==> src/ivpu_regs.vh <==
// Register indices, field layouts, reset values and vectors of the interrupt vector and priority unit
// Notes on behaviour
// - One flag and one mask per source, fixed places
// - Current instruction completes before interrupt processing
// - Step one: save flags, then clear enable
// - Step two: push next program counter to stack
// - Step three: load vector, fetch routine there
// - Request supplies only low four vector bits
// - Fixed priority order from watchdog down to converter
// - Key groups one and two share one vector
// - Flag interrupts only when mask and enable set
// - Flags clear on written one, reset to zero
// - Watchdog interrupt ignores masks and enable flag
// - Hold all interrupts until both stack pointers set
`ifndef IVPU_REGS_VH
`define IVPU_REGS_VH

// ****************************************************************
// Register indices (byte address is four times the index)
// ****************************************************************
`define IDX_KEY_GROUP0_MASK   16'hffe4
`define IDX_KEY_GROUP12_MASK  16'hffe5
`define IDX_CLOCK_TIMER_MASK  16'hffe6
`define IDX_CONVERTER_MASK    16'hffe7
`define IDX_KEY_GROUP0_FLAG   16'hfff4
`define IDX_KEY_GROUP12_FLAG  16'hfff5
`define IDX_CLOCK_TIMER_FLAG  16'hfff6
`define IDX_CONVERTER_FLAG    16'hfff7
`define IDX_MASK_BASE         16'hffe4
`define IDX_FLAG_BASE         16'hfff4
`define IDX_GROUP_SEL         16'hfffc
`define IDX_IRQ_STATUS        16'h0000
`define IDX_IRQ_MASK          16'h0001
`define IDX_CORE_STATE        16'h0002

// ****************************************************************
// Field layouts and reset values
// ****************************************************************
`define BITS_KEY_GROUP0       4'h1
`define BITS_KEY_GROUP12      4'h3
`define BITS_CLOCK_TIMER      4'hf
`define BITS_CONVERTER        4'h1
`define MASK_RESET            4'h0
`define FLAG_RESET            4'h0
`define IRQ_STATUS_RESET      3'h0
`define IRQ_MASK_RESET        3'h0
`define EVT_MASKABLE_TAKEN    0
`define EVT_NMI_TAKEN         1
`define EVT_SP_UNPAIRED       2

// ****************************************************************
// Vectors: fixed page and per-source low nibble
// ****************************************************************
`define VEC_PAGE              12'h010
`define VEC_WATCHDOG          4'h0
`define VEC_PROG_TIMER        4'h4
`define VEC_SERIAL            4'h6
`define VEC_KEY_GROUP0        4'h8
`define VEC_KEY_GROUP12       4'ha
`define VEC_CLOCK_TIMER       4'hc
`define VEC_CONVERTER         4'he
`define SRC_COUNT             7

// ****************************************************************
// AXI responses
// ****************************************************************
`define RESP_OKAY             2'h0
`define RESP_SLVERR           2'h2

`endif

==> src/interrupt_vector_priority_unit.v <==
// Interrupt request, masking, priority and vectoring unit with AXI4-Lite register access
//
// Our own choice: register access over AXI4-Lite.
`timescale 1ns/100ps
`default_nettype none
`include "ivpu_regs.vh"

module interrupt_vector_priority_unit #(
  parameter ADDR_W = 18,
  parameter PC_W   = 16
) (
  input  wire              clk_sys,
  input  wire              sys_rst,
  // AXI4-Lite slave
  input  wire [ADDR_W-1:0] s_axi_awaddr,
  input  wire              s_axi_awvalid,
  output reg               s_axi_awready,
  input  wire [31:0]       s_axi_wdata,
  input  wire [3:0]        s_axi_wstrb,
  input  wire              s_axi_wvalid,
  output reg               s_axi_wready,
  output reg  [1:0]        s_axi_bresp,
  output reg               s_axi_bvalid,
  input  wire              s_axi_bready,
  input  wire [ADDR_W-1:0] s_axi_araddr,
  input  wire              s_axi_arvalid,
  output reg               s_axi_arready,
  output reg  [31:0]       s_axi_rdata,
  output reg  [1:0]        s_axi_rresp,
  output reg               s_axi_rvalid,
  input  wire              s_axi_rready,
  // Interrupt sources
  input  wire              watchdog_event,
  input  wire              prog_timer_req,
  input  wire              serial_req,
  input  wire              key_grp0_event,
  input  wire              key_grp1_event,
  input  wire              key_grp2_event,
  input  wire [3:0]        tick_event,
  input  wire              converter_event,
  // CPU core sequencer
  input  wire              insn_done,
  input  wire [3:0]        flag_reg_in,
  input  wire [PC_W-1:0]   pc_next_in,
  input  wire              ie_set,
  input  wire              ie_clr,
  input  wire              stack_pointer_one_wr,
  input  wire              stack_pointer_two_wr,
  output reg               cpu_int_req,
  output reg               ie_flag,
  output reg               flag_save,
  output reg  [3:0]        flag_save_data,
  output reg               stack_push,
  output reg  [PC_W-1:0]   stack_push_data,
  output reg               pc_load,
  output reg  [PC_W-1:0]   pc_load_value,
  output reg               irq
);

  localparam ST_IDLE = 2'h0;
  localparam ST_SAVE = 2'h1;
  localparam ST_PUSH = 2'h2;
  localparam ST_LOAD = 2'h3;

  localparam K_NONE   = 3'h0;
  localparam K_MASK   = 3'h1;
  localparam K_FLAG   = 3'h2;
  localparam K_STATUS = 3'h3;
  localparam K_IMASK  = 3'h4;
  localparam K_CORE   = 3'h5;

  // ****************************************************************
  // Address decode shared by the read and write paths
  // ****************************************************************
  function [2:0] reg_kind;
    input [ADDR_W-1:0] addr;
    reg   [15:0]       idx;
    begin
      idx = addr[17:2];
      if ((idx & `IDX_GROUP_SEL) == `IDX_MASK_BASE)
        reg_kind = K_MASK;
      else if ((idx & `IDX_GROUP_SEL) == `IDX_FLAG_BASE)
        reg_kind = K_FLAG;
      else if (idx == `IDX_IRQ_STATUS)
        reg_kind = K_STATUS;
      else if (idx == `IDX_IRQ_MASK)
        reg_kind = K_IMASK;
      else if (idx == `IDX_CORE_STATE)
        reg_kind = K_CORE;
      else
        reg_kind = K_NONE;
    end
  endfunction

  function [3:0] group_bits;
    input [1:0] grp;
    begin
      case (grp)
        2'd0:    group_bits = `BITS_KEY_GROUP0;
        2'd1:    group_bits = `BITS_KEY_GROUP12;
        2'd2:    group_bits = `BITS_CLOCK_TIMER;
        default: group_bits = `BITS_CONVERTER;
      endcase
    end
  endfunction

  // ****************************************************************
  // State
  // ****************************************************************
  reg  [15:0]       mask_q;
  reg  [15:0]       flag_q;
  reg  [2:0]        irq_status_q;
  reg  [2:0]        irq_mask_q;
  reg  [1:0]        state_q;
  reg  [3:0]        last_nibble_q;
  reg  [3:0]        cur_nibble_q;
  reg  [PC_W-1:0]   pc_saved_q;
  reg               nmi_pend_q;
  reg               sp_ok_q;
  reg  [1:0]        sp_half_q;
  reg  [ADDR_W-1:0] aw_addr_q;
  reg               aw_have_q;
  reg  [3:0]        w_data_q;
  reg               w_lane0_q;
  reg               w_have_q;

  wire [15:0]       flag_set;
  wire [`SRC_COUNT-1:0] req;
  wire              grant_any;
  wire [3:0]        grant_nibble;
  wire [2:0]        grant_src;
  wire              wr_go;
  wire [2:0]        wr_kind;
  wire [2:0]        rd_kind;
  wire              accept;
  wire              sp_break;
  reg  [31:0]       rd_word;
  integer           g;

  assign flag_set = {3'h0, converter_event, tick_event,
                     2'h0, key_grp2_event, key_grp1_event, 3'h0, key_grp0_event};

  // ****************************************************************
  // Request gathering and priority
  // ****************************************************************
  assign req[0] = nmi_pend_q;
  // Timer and serial requests arrive already gated by their own masks
  assign req[1] = ie_flag & prog_timer_req;
  assign req[2] = ie_flag & serial_req;
  assign req[3] = ie_flag & |(flag_q[3:0] & mask_q[3:0]);
  assign req[4] = ie_flag & |(flag_q[7:4] & mask_q[7:4]);
  assign req[5] = ie_flag & |(flag_q[11:8] & mask_q[11:8]);
  assign req[6] = ie_flag & |(flag_q[15:12] & mask_q[15:12]);

  vector_priority_select u_select (
    .req          (req),
    .grant_any    (grant_any),
    .grant_nibble (grant_nibble),
    .grant_src    (grant_src)
  );

  // Accept only at an instruction boundary with both stack pointers valid
  assign accept = (state_q == ST_IDLE) & insn_done & sp_ok_q & grant_any;

  // ****************************************************************
  // Processing sequence: save flags, push PC, load vector
  // ****************************************************************
  always @(posedge clk_sys) begin
    if (sys_rst) begin
      state_q         <= ST_IDLE;
      ie_flag         <= 1'b0;
      flag_save       <= 1'b0;
      flag_save_data  <= 4'h0;
      stack_push      <= 1'b0;
      stack_push_data <= {PC_W{1'b0}};
      pc_load         <= 1'b0;
      pc_load_value   <= {PC_W{1'b0}};
      pc_saved_q      <= {PC_W{1'b0}};
      cur_nibble_q    <= 4'h0;
      last_nibble_q   <= 4'h0;
      nmi_pend_q      <= 1'b0;
      cpu_int_req     <= 1'b0;
    end else begin
      flag_save   <= 1'b0;
      stack_push  <= 1'b0;
      pc_load     <= 1'b0;
      cpu_int_req <= (state_q == ST_IDLE) & sp_ok_q & grant_any & ~accept;
      // A new watchdog event wins over the clear of the one taken
      if (watchdog_event)
        nmi_pend_q <= 1'b1;
      else if (accept && grant_src == 3'h0)
        nmi_pend_q <= 1'b0;
      if (ie_set)
        ie_flag <= 1'b1;
      else if (ie_clr)
        ie_flag <= 1'b0;
      case (state_q)
        ST_IDLE: begin
          if (accept) begin
            state_q        <= ST_SAVE;
            flag_save      <= 1'b1;
            flag_save_data <= flag_reg_in;
            ie_flag        <= 1'b0;
            pc_saved_q     <= pc_next_in;
            cur_nibble_q   <= grant_nibble;
          end
        end
        ST_SAVE: begin
          state_q         <= ST_PUSH;
          stack_push      <= 1'b1;
          stack_push_data <= pc_saved_q;
        end
        ST_PUSH: begin
          state_q       <= ST_LOAD;
          pc_load       <= 1'b1;
          pc_load_value <= {{(PC_W-16){1'b0}}, `VEC_PAGE, cur_nibble_q};
          last_nibble_q <= cur_nibble_q;
        end
        ST_LOAD: begin
          state_q <= ST_IDLE;
        end
        default: begin
          state_q <= ST_IDLE;
        end
      endcase
    end
  end

  // ****************************************************************
  // Stack pointer pairing
  // ****************************************************************
  assign sp_break = (stack_pointer_one_wr ^ stack_pointer_two_wr) &
                    ~(stack_pointer_one_wr & sp_half_q[1]) &
                    ~(stack_pointer_two_wr & sp_half_q[0]);

  always @(posedge clk_sys) begin
    if (sys_rst) begin
      sp_ok_q   <= 1'b0;
      sp_half_q <= 2'b00;
    end else if (stack_pointer_one_wr & stack_pointer_two_wr) begin
      sp_ok_q   <= 1'b1;
      sp_half_q <= 2'b00;
    end else if (stack_pointer_one_wr | stack_pointer_two_wr) begin
      if (sp_break) begin
        sp_ok_q   <= 1'b0;
        sp_half_q <= {stack_pointer_two_wr, stack_pointer_one_wr};
      end else begin
        sp_ok_q   <= 1'b1;
        sp_half_q <= 2'b00;
      end
    end
  end

  // ****************************************************************
  // Flags, masks and event status
  // ****************************************************************
  assign wr_go   = aw_have_q & w_have_q & ~s_axi_bvalid;
  assign wr_kind = reg_kind(aw_addr_q);

  always @(posedge clk_sys) begin
    if (sys_rst) begin
      mask_q       <= {4{`MASK_RESET}};
      flag_q       <= {4{`FLAG_RESET}};
      irq_status_q <= `IRQ_STATUS_RESET;
      irq_mask_q   <= `IRQ_MASK_RESET;
      irq          <= 1'b0;
    end else begin
      for (g = 0; g < 4; g = g + 1) begin
        if (wr_go && w_lane0_q && wr_kind == K_MASK && aw_addr_q[3:2] == g)
          mask_q[4*g +: 4] <= w_data_q & group_bits(g[1:0]);
        // Writing one clears; a same-cycle event still sets
        if (wr_go && w_lane0_q && wr_kind == K_FLAG && aw_addr_q[3:2] == g)
          flag_q[4*g +: 4] <= ((flag_q[4*g +: 4] & ~w_data_q) | flag_set[4*g +: 4])
                              & group_bits(g[1:0]);
        else
          flag_q[4*g +: 4] <= (flag_q[4*g +: 4] | flag_set[4*g +: 4]) & group_bits(g[1:0]);
      end
      if (wr_go && w_lane0_q && wr_kind == K_IMASK)
        irq_mask_q <= w_data_q[2:0];
      if (wr_go && w_lane0_q && wr_kind == K_STATUS)
        irq_status_q <= (irq_status_q & ~w_data_q[2:0]) |
                        {sp_break, accept & (grant_src == 3'h0), accept & (grant_src != 3'h0)};
      else
        irq_status_q <= irq_status_q |
                        {sp_break, accept & (grant_src == 3'h0), accept & (grant_src != 3'h0)};
      irq <= |(irq_status_q & irq_mask_q);
    end
  end

  // ****************************************************************
  // AXI4-Lite write channel
  // ****************************************************************
  always @(posedge clk_sys) begin
    if (sys_rst) begin
      s_axi_awready <= 1'b1;
      s_axi_wready  <= 1'b1;
      s_axi_bvalid  <= 1'b0;
      s_axi_bresp   <= `RESP_OKAY;
      aw_addr_q     <= {ADDR_W{1'b0}};
      aw_have_q     <= 1'b0;
      w_data_q      <= 4'h0;
      w_lane0_q     <= 1'b0;
      w_have_q      <= 1'b0;
    end else begin
      if (s_axi_awvalid && s_axi_awready) begin
        aw_addr_q     <= s_axi_awaddr;
        aw_have_q     <= 1'b1;
        s_axi_awready <= 1'b0;
      end
      if (s_axi_wvalid && s_axi_wready) begin
        w_data_q     <= s_axi_wdata[3:0];
        w_lane0_q    <= s_axi_wstrb[0];
        w_have_q     <= 1'b1;
        s_axi_wready <= 1'b0;
      end
      if (wr_go) begin
        aw_have_q    <= 1'b0;
        w_have_q     <= 1'b0;
        s_axi_bvalid <= 1'b1;
        s_axi_bresp  <= (wr_kind == K_NONE || wr_kind == K_CORE) ? `RESP_SLVERR : `RESP_OKAY;
      end
      if (s_axi_bvalid && s_axi_bready) begin
        s_axi_bvalid  <= 1'b0;
        s_axi_awready <= 1'b1;
        s_axi_wready  <= 1'b1;
      end
    end
  end

  // ****************************************************************
  // AXI4-Lite read channel
  // ****************************************************************
  assign rd_kind = reg_kind(s_axi_araddr);

  always @* begin
    rd_word = 32'h0000_0000;
    case (rd_kind)
      K_MASK:   rd_word[3:0] = mask_q[4*s_axi_araddr[3:2] +: 4];
      K_FLAG:   rd_word[3:0] = flag_q[4*s_axi_araddr[3:2] +: 4];
      K_STATUS: rd_word[2:0] = irq_status_q;
      K_IMASK:  rd_word[2:0] = irq_mask_q;
      K_CORE:   rd_word[8:0] = {nmi_pend_q, last_nibble_q, state_q, sp_ok_q, ie_flag};
      default:  rd_word = 32'h0000_0000;
    endcase
  end

  always @(posedge clk_sys) begin
    if (sys_rst) begin
      s_axi_arready <= 1'b1;
      s_axi_rvalid  <= 1'b0;
      s_axi_rdata   <= 32'h0000_0000;
      s_axi_rresp   <= `RESP_OKAY;
    end else begin
      if (s_axi_arvalid && s_axi_arready) begin
        s_axi_arready <= 1'b0;
        s_axi_rvalid  <= 1'b1;
        s_axi_rdata   <= rd_word;
        s_axi_rresp   <= (rd_kind == K_NONE) ? `RESP_SLVERR : `RESP_OKAY;
      end
      if (s_axi_rvalid && s_axi_rready) begin
        s_axi_rvalid  <= 1'b0;
        s_axi_arready <= 1'b1;
      end
    end
  end

endmodule
`default_nettype wire

==> src/vector_priority_select.v <==
// Fixed-priority selection of the winning request and its vector nibble
`timescale 1ns/100ps
`default_nettype none
`include "ivpu_regs.vh"

module vector_priority_select (
  input  wire [`SRC_COUNT-1:0] req,
  output reg                   grant_any,
  output reg  [3:0]            grant_nibble,
  output reg  [2:0]            grant_src
);

  function [3:0] nibble_of;
    input [2:0] src;
    begin
      case (src)
        3'h0:    nibble_of = `VEC_WATCHDOG;
        3'h1:    nibble_of = `VEC_PROG_TIMER;
        3'h2:    nibble_of = `VEC_SERIAL;
        3'h3:    nibble_of = `VEC_KEY_GROUP0;
        3'h4:    nibble_of = `VEC_KEY_GROUP12;
        3'h5:    nibble_of = `VEC_CLOCK_TIMER;
        default: nibble_of = `VEC_CONVERTER;
      endcase
    end
  endfunction

  integer i;

  // Scan from highest index to lowest so the last hit, the lowest index and highest priority, stands
  always @* begin
    grant_any    = 1'b0;
    grant_src    = 3'h0;
    grant_nibble = `VEC_WATCHDOG;
    for (i = `SRC_COUNT - 1; i >= 0; i = i - 1) begin
      if (req[i]) begin
        grant_any    = 1'b1;
        grant_src    = i[2:0];
        grant_nibble = nibble_of(i[2:0]);
      end
    end
  end

endmodule
`default_nettype wire
==> config.mk <==
export PLATFORM = sky130hd
export DESIGN_NAME = interrupt_vector_priority_unit
export DESIGN_NICKNAME = d
export VERILOG_FILES = /design/src/interrupt_vector_priority_unit.v /design/src/vector_priority_select.v
export VERILOG_INCLUDE_DIRS = /design/src
export SDC_FILE = /design/constraint.sdc
export NUM_CORES = 1
export LEC_CHECK = 0
export BUFFER_PORTS_ARGS = -buffer_cell sky130_fd_sc_hd__buf_2
export CAP_MARGIN = 20
export CORE_MARGIN = 2
export CORE_UTILIZATION = 45
export CTS_CLUSTER_SIZE = 14
export DETAILED_ROUTE_END_ITERATION = 6
export GPL_ROUTABILITY_DRIVEN = 0
export PLACE_DENSITY = 0.87
export SLEW_MARGIN = 5
export SYNTH_ARGS = -nofsm -noshare
export SYNTH_HDL_FRONTEND = slang
export SYNTH_HIERARCHICAL = 1
export SYNTH_SLANG_ARGS = --single-unit
==> constraint.sdc <==
create_clock -name clk_sys -period 1.85 [get_ports clk_sys]
set_input_delay 0.37 -clock clk_sys [delete_from_list [all_inputs] [get_ports clk_sys]]
set_output_delay 0.37 -clock clk_sys [all_outputs]
set_load 0.01 [all_outputs]
==> After elaboration in Yosys (flattened, before gate mapping) <==
Index checks and enable logic that the tools add are counted.
{ "word_totals": {"ff_bits": 142, "input_bits": 115, "output_inout_bits": 83, "word_cells": 246} }
{ "classes": {"eq_ne": 25, "n_shift": 2, "n_mux": 80, "n_bitwise": 62, "n_reduce_logical": 41} }
{ "op_table": {"columns": ["operator", "n"], "rows": [
  ["4-bit 2-to-1 mux", 35],
  ["4-bit AND", 20],
  ["14-bit == test, second input constant", 4],
  ["3-bit 2-to-1 mux", 18],
  ["16-bit by 1-bit == test with 1-bit output, second input constant", 2],
  ["16-bit by 2-bit == test with 1-bit output, second input constant", 2],
  ["16-bit zero test", 2],
  ["16-bit by 5-bit indexed part select with 4-bit output", 2],
  ["1-bit AND", 21],
  ["1-bit logical AND", 19],
  ["1-bit 2-to-1 mux", 19],
  ["4-bit by 1-bit bitwise OR with 4-bit output", 4],
  ["4-bit OR reduction", 4],
  ["3-bit one-hot mux with 5 select lines", 1],
  ["3-bit by 2-bit == test with 1-bit output, second input constant", 4],
  ["3-bit == test, second input constant", 4],
  ["2-bit OR reduction", 5],
  ["3-bit zero test", 3],
  ["2-bit == test, second input constant", 4],
  ["2-bit 2-to-1 mux", 4],
  ["4-bit by 2-bit bitwise OR with 4-bit output", 2],
  ["4-bit bitwise OR", 2],
  ["2-bit one-hot mux with 4 select lines", 1],
  ["3-bit AND", 2],
  ["17 further kinds", 26]
]} }

==> Depth between registers and ports, before layout <==
Gate-level depths: netlist of run 1.
{ "depth": {"ltp_word": 14, "mapped_depth": 9, "depth_no_buf": 9} }

==> Cells and area by module <==
Netlist of run 1, hierarchy kept.
{ "by_module_without_submodules": {"columns": ["mod", "n_inst", "cells_per_inst", "area_per_inst_um2", "seq_area_each_um2"], "rows": [
  ["interrupt_vector_priority_unit", 1, 596, 5166.2, 2362.3],
  ["vector_priority_select", 1, 25, 141.4, 0.0]
]} }

==> Least setup slack after synthesis of run 1 <==
Ideal clock, no wire load.
{ "synth_timing": {"path_type": "reg-to-reg", "start": "reg ie_flag", "end": "reg cur_nibble_q[1]", "setup_ns": 0.070, "arrival_time_ns": 1.935, "required_time_ns": 1.780, "path_slack_ns": -0.155, "path_stages_with_launch": 9, "path_buffers": 2, "period_less_slack_ns": 2.005, "path_cell_list": "dfxtp_1 > a21boi_0 > nor3_2 > nand2_1 > and4_1 > clkbuf_1 > clkbuf_1 > nand2_1 > a21oi_1"} }
{ "synth_via": {"elab_cells_between_ends": 22, "classes_between": "mux (14); bitwise (7); reduce/logical (1)"} }
{ "synth_rtl": {"columns": ["item", "line", "source"], "rows": [
  ["start: declaration", "interrupt_vector_priority_unit.v:50", "output reg ie_flag,"],
  ["start signal: assignment", "interrupt_vector_priority_unit.v:171", "ie_flag <= 1'b0;"],
  ["start signal: assignment", "interrupt_vector_priority_unit.v:194", "ie_flag <= 1'b1;"],
  ["start signal: assignment", "interrupt_vector_priority_unit.v:196", "ie_flag <= 1'b0;"],
  ["1-bit AND", "interrupt_vector_priority_unit.v:152", "assign req[5] = ie_flag & |(flag_q[11:8] & mask_q[11:8]);"],
  ["net req[5]", "interrupt_vector_priority_unit.v:128", "wire [`SRC_COUNT-1:0] req;"],
  ["1-bit 2-to-1 mux (6 in series)", "vector_priority_select.v:36", "if (req[i]) begin"],
  ["net grant_any", "interrupt_vector_priority_unit.v:129", "wire grant_any;"],
  ["1-bit AND", "interrupt_vector_priority_unit.v:163", "assign accept = (state_q == ST_IDLE) & insn_done & sp_ok_q & grant_any;"],
  ["2-bit AND reduction (no source line)", null, null],
  ["end signal: assignment", "interrupt_vector_priority_unit.v:205", "cur_nibble_q <= grant_nibble;"],
  ["end: declaration", "interrupt_vector_priority_unit.v:116", "reg [3:0] cur_nibble_q;"]
]} }
The timed path passes the listed nets, and every way through them passes these cells.
A chain may end at the register's enable or synchronous reset.

==> Final worst setup path of run 1 <==
{ "layout_timing": {"start": "reg aw_addr_q[8]", "end": "reg irq_status_q[2]"} }
{ "layout_via": {"elab_chain_cells": 9, "elab_cells_between_ends": 13, "classes_between": "eq/ne (5); mux (6); reduce/logical (2)"} }
{ "layout_lines": {"columns": ["item", "line", "source"], "rows": [
  ["start: declaration", "interrupt_vector_priority_unit.v:121", "reg [ADDR_W-1:0] aw_addr_q;"],
  ["start signal: assignment", "interrupt_vector_priority_unit.v:299", "aw_addr_q <= {ADDR_W{1'b0}};"],
  ["start signal: assignment", "interrupt_vector_priority_unit.v:306", "aw_addr_q <= s_axi_awaddr;"],
  ["16-bit by 2-bit == test with 1-bit output (no source line)", null, null],
  ["3-bit 2-to-1 mux", "interrupt_vector_priority_unit.v:88", "else if (idx == `IDX_CORE_STATE)"],
  ["3-bit 2-to-1 mux", "interrupt_vector_priority_unit.v:86", "else if (idx == `IDX_IRQ_MASK)"],
  ["3-bit 2-to-1 mux", "interrupt_vector_priority_unit.v:84", "else if (idx == `IDX_IRQ_STATUS)"],
  ["3-bit 2-to-1 mux", "interrupt_vector_priority_unit.v:82", "else if ((idx & `IDX_GROUP_SEL) == `IDX_FLAG_BASE)"],
  ["3-bit 2-to-1 mux (*)", "interrupt_vector_priority_unit.v:80", "if ((idx & `IDX_GROUP_SEL) == `IDX_MASK_BASE)"],
  ["3-bit by 2-bit == test with 1-bit output (*)", "interrupt_vector_priority_unit.v:280", "if (wr_go && w_lane0_q && wr_kind == K_STATUS)"],
  ["1-bit logical AND (*)", "interrupt_vector_priority_unit.v:280", null],
  ["3-bit 2-to-1 mux (*)", "interrupt_vector_priority_unit.v:280", null],
  ["end signal: assignment", "interrupt_vector_priority_unit.v:264", "irq_status_q <= `IRQ_STATUS_RESET;"],
  ["end signal: assignment", "interrupt_vector_priority_unit.v:281", "irq_status_q <= (irq_status_q & ~w_data_q[2:0]) |"],
  ["end signal: assignment", "interrupt_vector_priority_unit.v:284", "irq_status_q <= irq_status_q |"],
  ["end: declaration", "interrupt_vector_priority_unit.v:112", "reg [2:0] irq_status_q;"]
]} }
Mark *: on every way between the ends. The rest lies on a longest branch, timed or not.

==> results of run 1 <==
through the flow:
| stage | hold slack, ps | instance area (um2) | std cells | util, % | setup slack, ps |
|---|---|---|---|---|---|
| floorplan | 436 | 5450 | 656 | - | 21.6 |
| detailed placement | 446 | 6290 | 907 | 54.9 | -83.9 |
| finish | 172 | 7010 | 942 | 61.1 | 7.78 |
| CTS | 159 | 6920 | 942 | 60.3 | 3.60 |
| global placement | 439 | 6290 | 907 | 54.9 | -69.7 |
| global route | 176 | 7010 | 942 | 61.1 | -100 |
path summary, 6_finish.rpt:
check                  from               to  slack [ps]  depth (start not counted)
max            aw_addr_q[8]  irq_status_q[2]           8                          5
min           s_axi_awvalid    s_axi_awready         170                          2
max reg2reg    aw_addr_q[8]  irq_status_q[2]           8                          5
min reg2reg  pc_saved_q[13]   pc_saved_q[13]         450                          2
cell families after synthesis:
kind of cell | Yosys count | share of synthesized area [%]
adder cells (fa/ha/maj) | 6 | 1.41
other | 2 | 0.141
multiplexers | 39 | 7.94
buffers and inverters | 90 | 9.15
AO/OA/AOI/OAI | 114 | 14.1
AND/OR/NAND/NOR | 252 | 22.8
flip-flops | 118 | 44.5
cell type report:
class	count	area, um2
clock buffers	19	433
clock inverters	13	134
fillers	969	4460
inverters	19	71.3
multi-input cells	448	2710
flip-flops and latches	118	2370
well taps	143	179
repair buffers	182	1110
Yosys cell counts (all sizes together), types with 11 or more instances:
cell	instances
mux2i	32
a21oi	63
nor2	56
dfxtp	118
nor3	11
nand3	14
inv	19
nand2	105
nand2b	19
clkbuf	30
buf	41
nor4	13
power by group through the flow:
| stage | clock network, mW | registers, mW | logic, mW |
|---|---|---|---|
| global route | 3.29 | 2.78 | 0.990 |
| CTS | 3.17 | 2.77 | 0.866 |
| detailed placement | 0 | 2.82 | 0.854 |
| floorplan | 0 | 2.80 | 0.580 |
| finish | 3.13 | 2.77 | 0.895 |
| global placement | 0 | 2.81 | 0.833 |
worst max-delay path, stage by stage, from the launching register on:
cell and delay [ps]:
dfxtp_2 320, nand4_1 140, buf_4 170, or4_4 430, a2111oi_4 470, a311oi_2 160
sequential cells by signal, summed over array words and instances, names as in the netlist, 2 cells and up:
name and flops:
irq_status_q 3, cur_nibble_q 4, stack_push_data 16, flag_q 8, w_data_q 4, last_nibble_q 3
flag_save_data 4, aw_addr_q 16, sp_half_q 2, pc_load_value 2, s_axi_rdata 9, mask_q 8
irq_mask_q 3, state_q 2, pc_saved_q 16
placed cells by master (no fill, tap or decap), drive strengths merged, types with 6 or more instances in the layout:
cell / netlist / routed
nand3: 14 / 14
nor2b: 6 / 6
buf: 41 / 182
nand2b: 19 / 19
nand2: 105 / 105
nand4: 7 / 7
a21oi: 63 / 63
nor4: 13 / 13
a311oi: 8 / 8
clkinv: 0 / 8
nor2: 56 / 56
a32oi: 6 / 6
ha: 6 / 6
clkbuf: 30 / 19
inv: 19 / 19
conb: 2 / 37
dfxtp: 118 / 118
mux2i: 32 / 32
o21ai: 8 / 8
nor3: 11 / 11
layer usage:
layer	vias to the layer above	wire length (um)	global-route usage (%)
met5	-	0	0
met4	0	263	7.32
met2	166	6540	34.7
met3	20	865	5.24
met1	2218	5770	25.9
li1	2413	-	-
timing repair:
item | 4_1_cts | 5_1_grt
setup buffers | 3 | 1
resized for setup | 12 | 23
pin swaps | 5 | 14
setup endpoints to repair | 39 | 48
==> results by group, run 1 <==
Outcome
  – Outcome: complete, no violations

Routing
  – ANT nets after route: 0
  – Initial drt markers: 374
  – Routed via count: 4,817
  – DRC: 0
  – Post-DR vias/cell: around 5
  – Wire length per cell: 14.3 um
  – Router iterations before antenna repair: 5
  – Routed WL: 13,400 um

Power and ir drop
  – Cell Int Power: about 5 mW
  – Leak Pwr: 2.95 nW
  – Clk pwr share: 46.0%
  – Power Dens Cells: 970 nW/um2
  – Logic gate share of total power: 13.2%
  – Switching power: 1.76 mW
  – Sw frac: 26.0%
  – Worst vdd ir: between 0.7 and 0.8 mV
  – Flop pwr share: between 40 and 50%
  – Final Total Pwr: 6.79 mW

Synthesis
  – Seq/Total Area, Yosys: 44.5%
  – Synthesized cell area: 5310 um2
  – Yosys warnings: 6
  – Gate count after technology mapping: a little over 600
  – Register bit total from synthesis: ~120
  – Syn Area/Cell: between 8 and 9 um2
  – Primary FF master, synth: dfxtp_1
  – Post-synth EDFFs: 0
  – Post-synth ARST share: 0%
  – Post-synth cell types: slightly below 50
  – Yosys top cell area share: 44.5%
  – Synth top area cells: dfxtp_1 45%, nand2_1 7.4%, mux2i_1 6.0%
  – Synth area leader: dfxtp_1

STA
  – Setup TNS: 0 ps
  – Post-layout minimum cycle time: 1840 ps
  – Max Slew Vio Count: 0
  – Clock Skew: 6.01 ps
  – Final worst-path cycle share: around 100%
  – Final setup vio count: 0
  – Fmax: 543 MHz
  – Max-Slew Margin vs Limit: between 60% and 70%
  – Fin. Hold Viols: 0
  – Slew @ Worst Pin: 553 ps
  – RSZ-0062 raised after global routing: true

Setup path
  – Worst-path maximum fanout: 3
  – Arrival time of the worst setup path: roughly 2100 ps
  – CP endpoint kind: flip-flop
  – Critical Path Start Type: flip-flop
  – Crit Path Class: reg -> reg
  – Critical Path RT: 2120 ps

CTS
  – TritonCTS Buffers: 17
  – # clock sinks: 118
  – H-Tree Depth: 4
  – Root Buffer: clkbuf_16
  – Clk_lat worst skew: 410 ps
  – CTS tree: built
  – Max Buffers Root-to-Sink: 2
  – Clk slew on worst S/H paths: ~50 ps
  – CTS Hold Buffers Added: 0

Global routing
  – First-pass GRT wire length: approximately 21,000 um
  – Grt ovf: 0
  – Vias in the first global route: 4,468
  – Largest net degree at the start of global routing: 50
  – Total GRT Usage: around a fifth
  – Initial antenna violation count: 0

Die
  – Row count: 39
  – Die Width: 113 um
  – Starting density of the core: about 46%
  – Area of the core: 11,500 um2
  – Die area: 12,700 um2
  – Die height: 113 um
  – Io pins: between 150 and 200

Layout
  – Area grow syn2layout: 32.0%
  – ANT cells: 0
  – Nets: 907
  – Layout cells sized above 1: 32.7%

Worst hold path
  – Hold Crit Class: in -> reg

Placed design
  – Final HPWL DP: 9320 um
  – Port Buffer Count: 126

Job
  – # Max-Cap Violations: 0
Note: power is estimated with default switching activity, not from simulation.
==> run 2, diff against run 1 <==
--- a/config.mk
+++ b/config.mk
@@ -9,13 +9,12 @@
 export BUFFER_PORTS_ARGS = -buffer_cell sky130_fd_sc_hd__buf_2
 export CAP_MARGIN = 20
 export CORE_MARGIN = 2
-export CORE_UTILIZATION = 45
+export CORE_UTILIZATION = 50
 export CTS_CLUSTER_SIZE = 14
 export DETAILED_ROUTE_END_ITERATION = 6
 export GPL_ROUTABILITY_DRIVEN = 0
-export PLACE_DENSITY = 0.87
+export PLACE_DENSITY = 0.92
 export SLEW_MARGIN = 5
 export SYNTH_ARGS = -nofsm -noshare
 export SYNTH_HDL_FRONTEND = slang
-export SYNTH_HIERARCHICAL = 1
 export SYNTH_SLANG_ARGS = --single-unit
==> constraint.sdc (replaced) <==
create_clock -name clk_sys -period 2.38 [get_ports clk_sys]
set_input_delay 0.476 -clock clk_sys [delete_from_list [all_inputs] [get_ports clk_sys]]
set_output_delay 0.476 -clock clk_sys [all_outputs]
set_load 0.01 [all_outputs]
==> results by group, run 2 <==
Outcome
  – Outcome: complete, no violations

CTS
  – Clk_lat worst skew: 500 ps
  – Post-CTS setup buffers: 0
  – H-Tree Depth: 4
  – Root Buffer: clkbuf_8
  – # clock sinks: between 100 and 150
  – CTS Hold Buffers Added: 0
  – Post-CTS Resized: 0
  – Max Buffers Root-to-Sink: 2
  – Clk slew on worst S/H paths: approximately 60 ps
  – TritonCTS Buffers: 17
  – CTS tree: built

Synthesis
  – Syn Area/Cell: 9.18 um2
  – Synth area leader: dfxtp_1
  – Synthesized cell area: around 5000 um2
  – Post-synth ARST share: 0%
  – Yosys warnings: 0
  – Count leader, synth: dfxtp_1
  – Post-synth cell types: 59
  – Seq/Total Area, Yosys: approximately 46%
  – Gate count after technology mapping: 546
  – Post-synth EDFFs: 0
  – Primary FF master, synth: dfxtp_1
  – Commonest cells post-synth: 115 x dfxtp_1, 73 x nand2_1, 49 x nor2_1, 38 x buf_4, 35 x a21oi_1
  – Register bit total from synthesis: 115
  – Synth top area cells: dfxtp_1 46%, mux2i_1 6.6%, buf_4 5.7%
  – Yosys top cell area share: 46.0%

Routing
  – ANT nets after route: 0
  – DRC: 0
  – Router iterations before antenna repair: 5
  – Routed via count: about 4,500
  – Routed WL: 12,500 um
  – Post-DR vias/cell: 5.51
  – Wire length per cell: 15.5 um
  – Initial drt markers: 342

Layout
  – Commonest non-fill, non-tap cell in the layout: buf_2
  – Area grow syn2layout: 24.5%
  – Register Area: roughly 2300 um2
  – Top Registers: aw_addr_q (16), pc_saved_q (16), stack_push_data (16)
  – Most frequent cells in the layout: 124 x buf_2, 115 x dfxtp_1, 73 x nand2_1, 49 x nor2_1, 38 x conb_1
  – Layout cells sized above 1: 26.8%
  – ANT cells: 0
  – Multi-input gate area: 2370 um2
  – Nets: 784
  – Fill cells: between 700 and 800
  – Final Cell Area: 6240 um2

Job
  – # Max-Cap Violations: 0

Setup path
  – Worst-path cell chain: inv_1 -> ha_1 -> nor2b_1 -> and3_1 -> a32o_1
  – Crit path max-delay family: simple AND/OR/NAND/NOR gates
  – Worst-path maximum fanout: 24
  – Critical Path RT: 2820 ps
  – CP Buf/Inv Count: 1
  – Crit Path Class: reg -> reg
  – Crit path max-delay cell type: and3_1
  – Crit-path max cell delay: 830 ps
  – CP endpoint kind: flip-flop
  – Arrival time of the worst setup path: about 2600 ps
  – Critical Path Start Type: flip-flop

Worst hold path
  – Hold Crit Class: in -> reg

STA
  – Fmax: around 450 MHz
  – Slew @ Worst Pin: 960 ps
  – Hold_ws: between 150 and 200 ps
  – Fin. Hold Viols: 0
  – Final worst-path cycle share: approximately 90%
  – Clock Skew: 9.45 ps
  – Post-layout minimum cycle time: 2210 ps
  – RSZ-0062 raised after global routing: false
  – Setup TNS: 0 ps
  – Max Slew Vio Count: 0
  – Max-Slew Margin vs Limit: 36.0%
  – Final WS setup: approximately 170 ps
  – Final setup vio count: 0

Die
  – Row count: 36
  – Io pins: 198
  – Die height: approximately 100 um
  – Starting density of the core: 51.5%
  – Die area: ~11,000 um2
  – Die Width: between 100 and 150 um
  – Area of the core: 9730 um2

Global routing
  – Largest net degree at the start of global routing: between 50 and 60
  – Grt ovf: 0
  – Total GRT Usage: 23.2%
  – Vias in the first global route: 4,268
  – First-pass GRT wire length: 20,500 um
  – Initial antenna violation count: 0

Placed design
  – Final HPWL DP: 8820 um
  – Pre-CTS setup slack: 217 ps
  – Cell Area, Placed: 5560 um2
  – Port Buffer Count: 124

Power and ir drop
  – Worst vdd ir: 0.529 mV
  – Power Dens Cells: between 800 and 900 nW/um2
  – Leak Pwr: 2.72 nW
## run 2: path summary, 6_finish.rpt
kind              slack [ps]               to            from  cells after the start
setup / recovery         170  cur_nibble_q[2]      state_q[1]                      5
hold / removal           180    pc_saved_q[4]   pc_next_in[4]                      2
setup reg to reg         170  cur_nibble_q[2]      state_q[1]                      5
hold reg to reg          460   s_axi_rdata[5]  s_axi_rdata[5]                      2
## run 2: stage by stage
step	total power, mW	utilization (%)	std cells
floorplan	2.37	-	583
global placement	2.45	57.1	777
detailed placement	2.47	57.1	777
CTS	5.35	64.1	809
global route	5.49	64.1	809
finish	5.33	64.1	809
## run 2: layout make-up
class,instances,share of cell area (%)
Multi-Input combinational cell,385,38.0
Sequential cell,115,36.9
Timing Repair Buffer,129,10.6
Clock buffer,20,7.30
Clock inverter,12,3.61
Tap cell,133,2.67
Inverter,15,0.903
## run 2: worst register-to-register path, stage by stage, from the launching register on
cell and delay (ps):
dfxtp_1 350, inv_1 120, ha_1 320, nor2b_1 250, and3_1 830, a32o_1 280
## run 2: cell families after synthesis
logic type	synth area share, %
compound gates	15.2
fa+ha+maj	1.50
buf+inv	9.47
flops	46.0
mux	8.39
other cells	0.0749
simple gates	19.4
## run 2: layer usage
layer	vias up	wire length, um	share of wire (%)	global-route usage (%)
met5	-	0	0	0
met1	2102	5100	41	27.8
met2	240	6170	49	39.3
met4	0	267	2.1	10.3
met3	30	1010	8.0	5.95
li1	2085	-	-	-
## run 2: report_power, final
part	switching (mW)	internal, mW	leakage (nW)
Clock	0.887	2.00	0.324
Sequential	0.0650	1.99	0.936
Combinational	0.234	0.158	1.46
Total	1.19	4.14	2.72
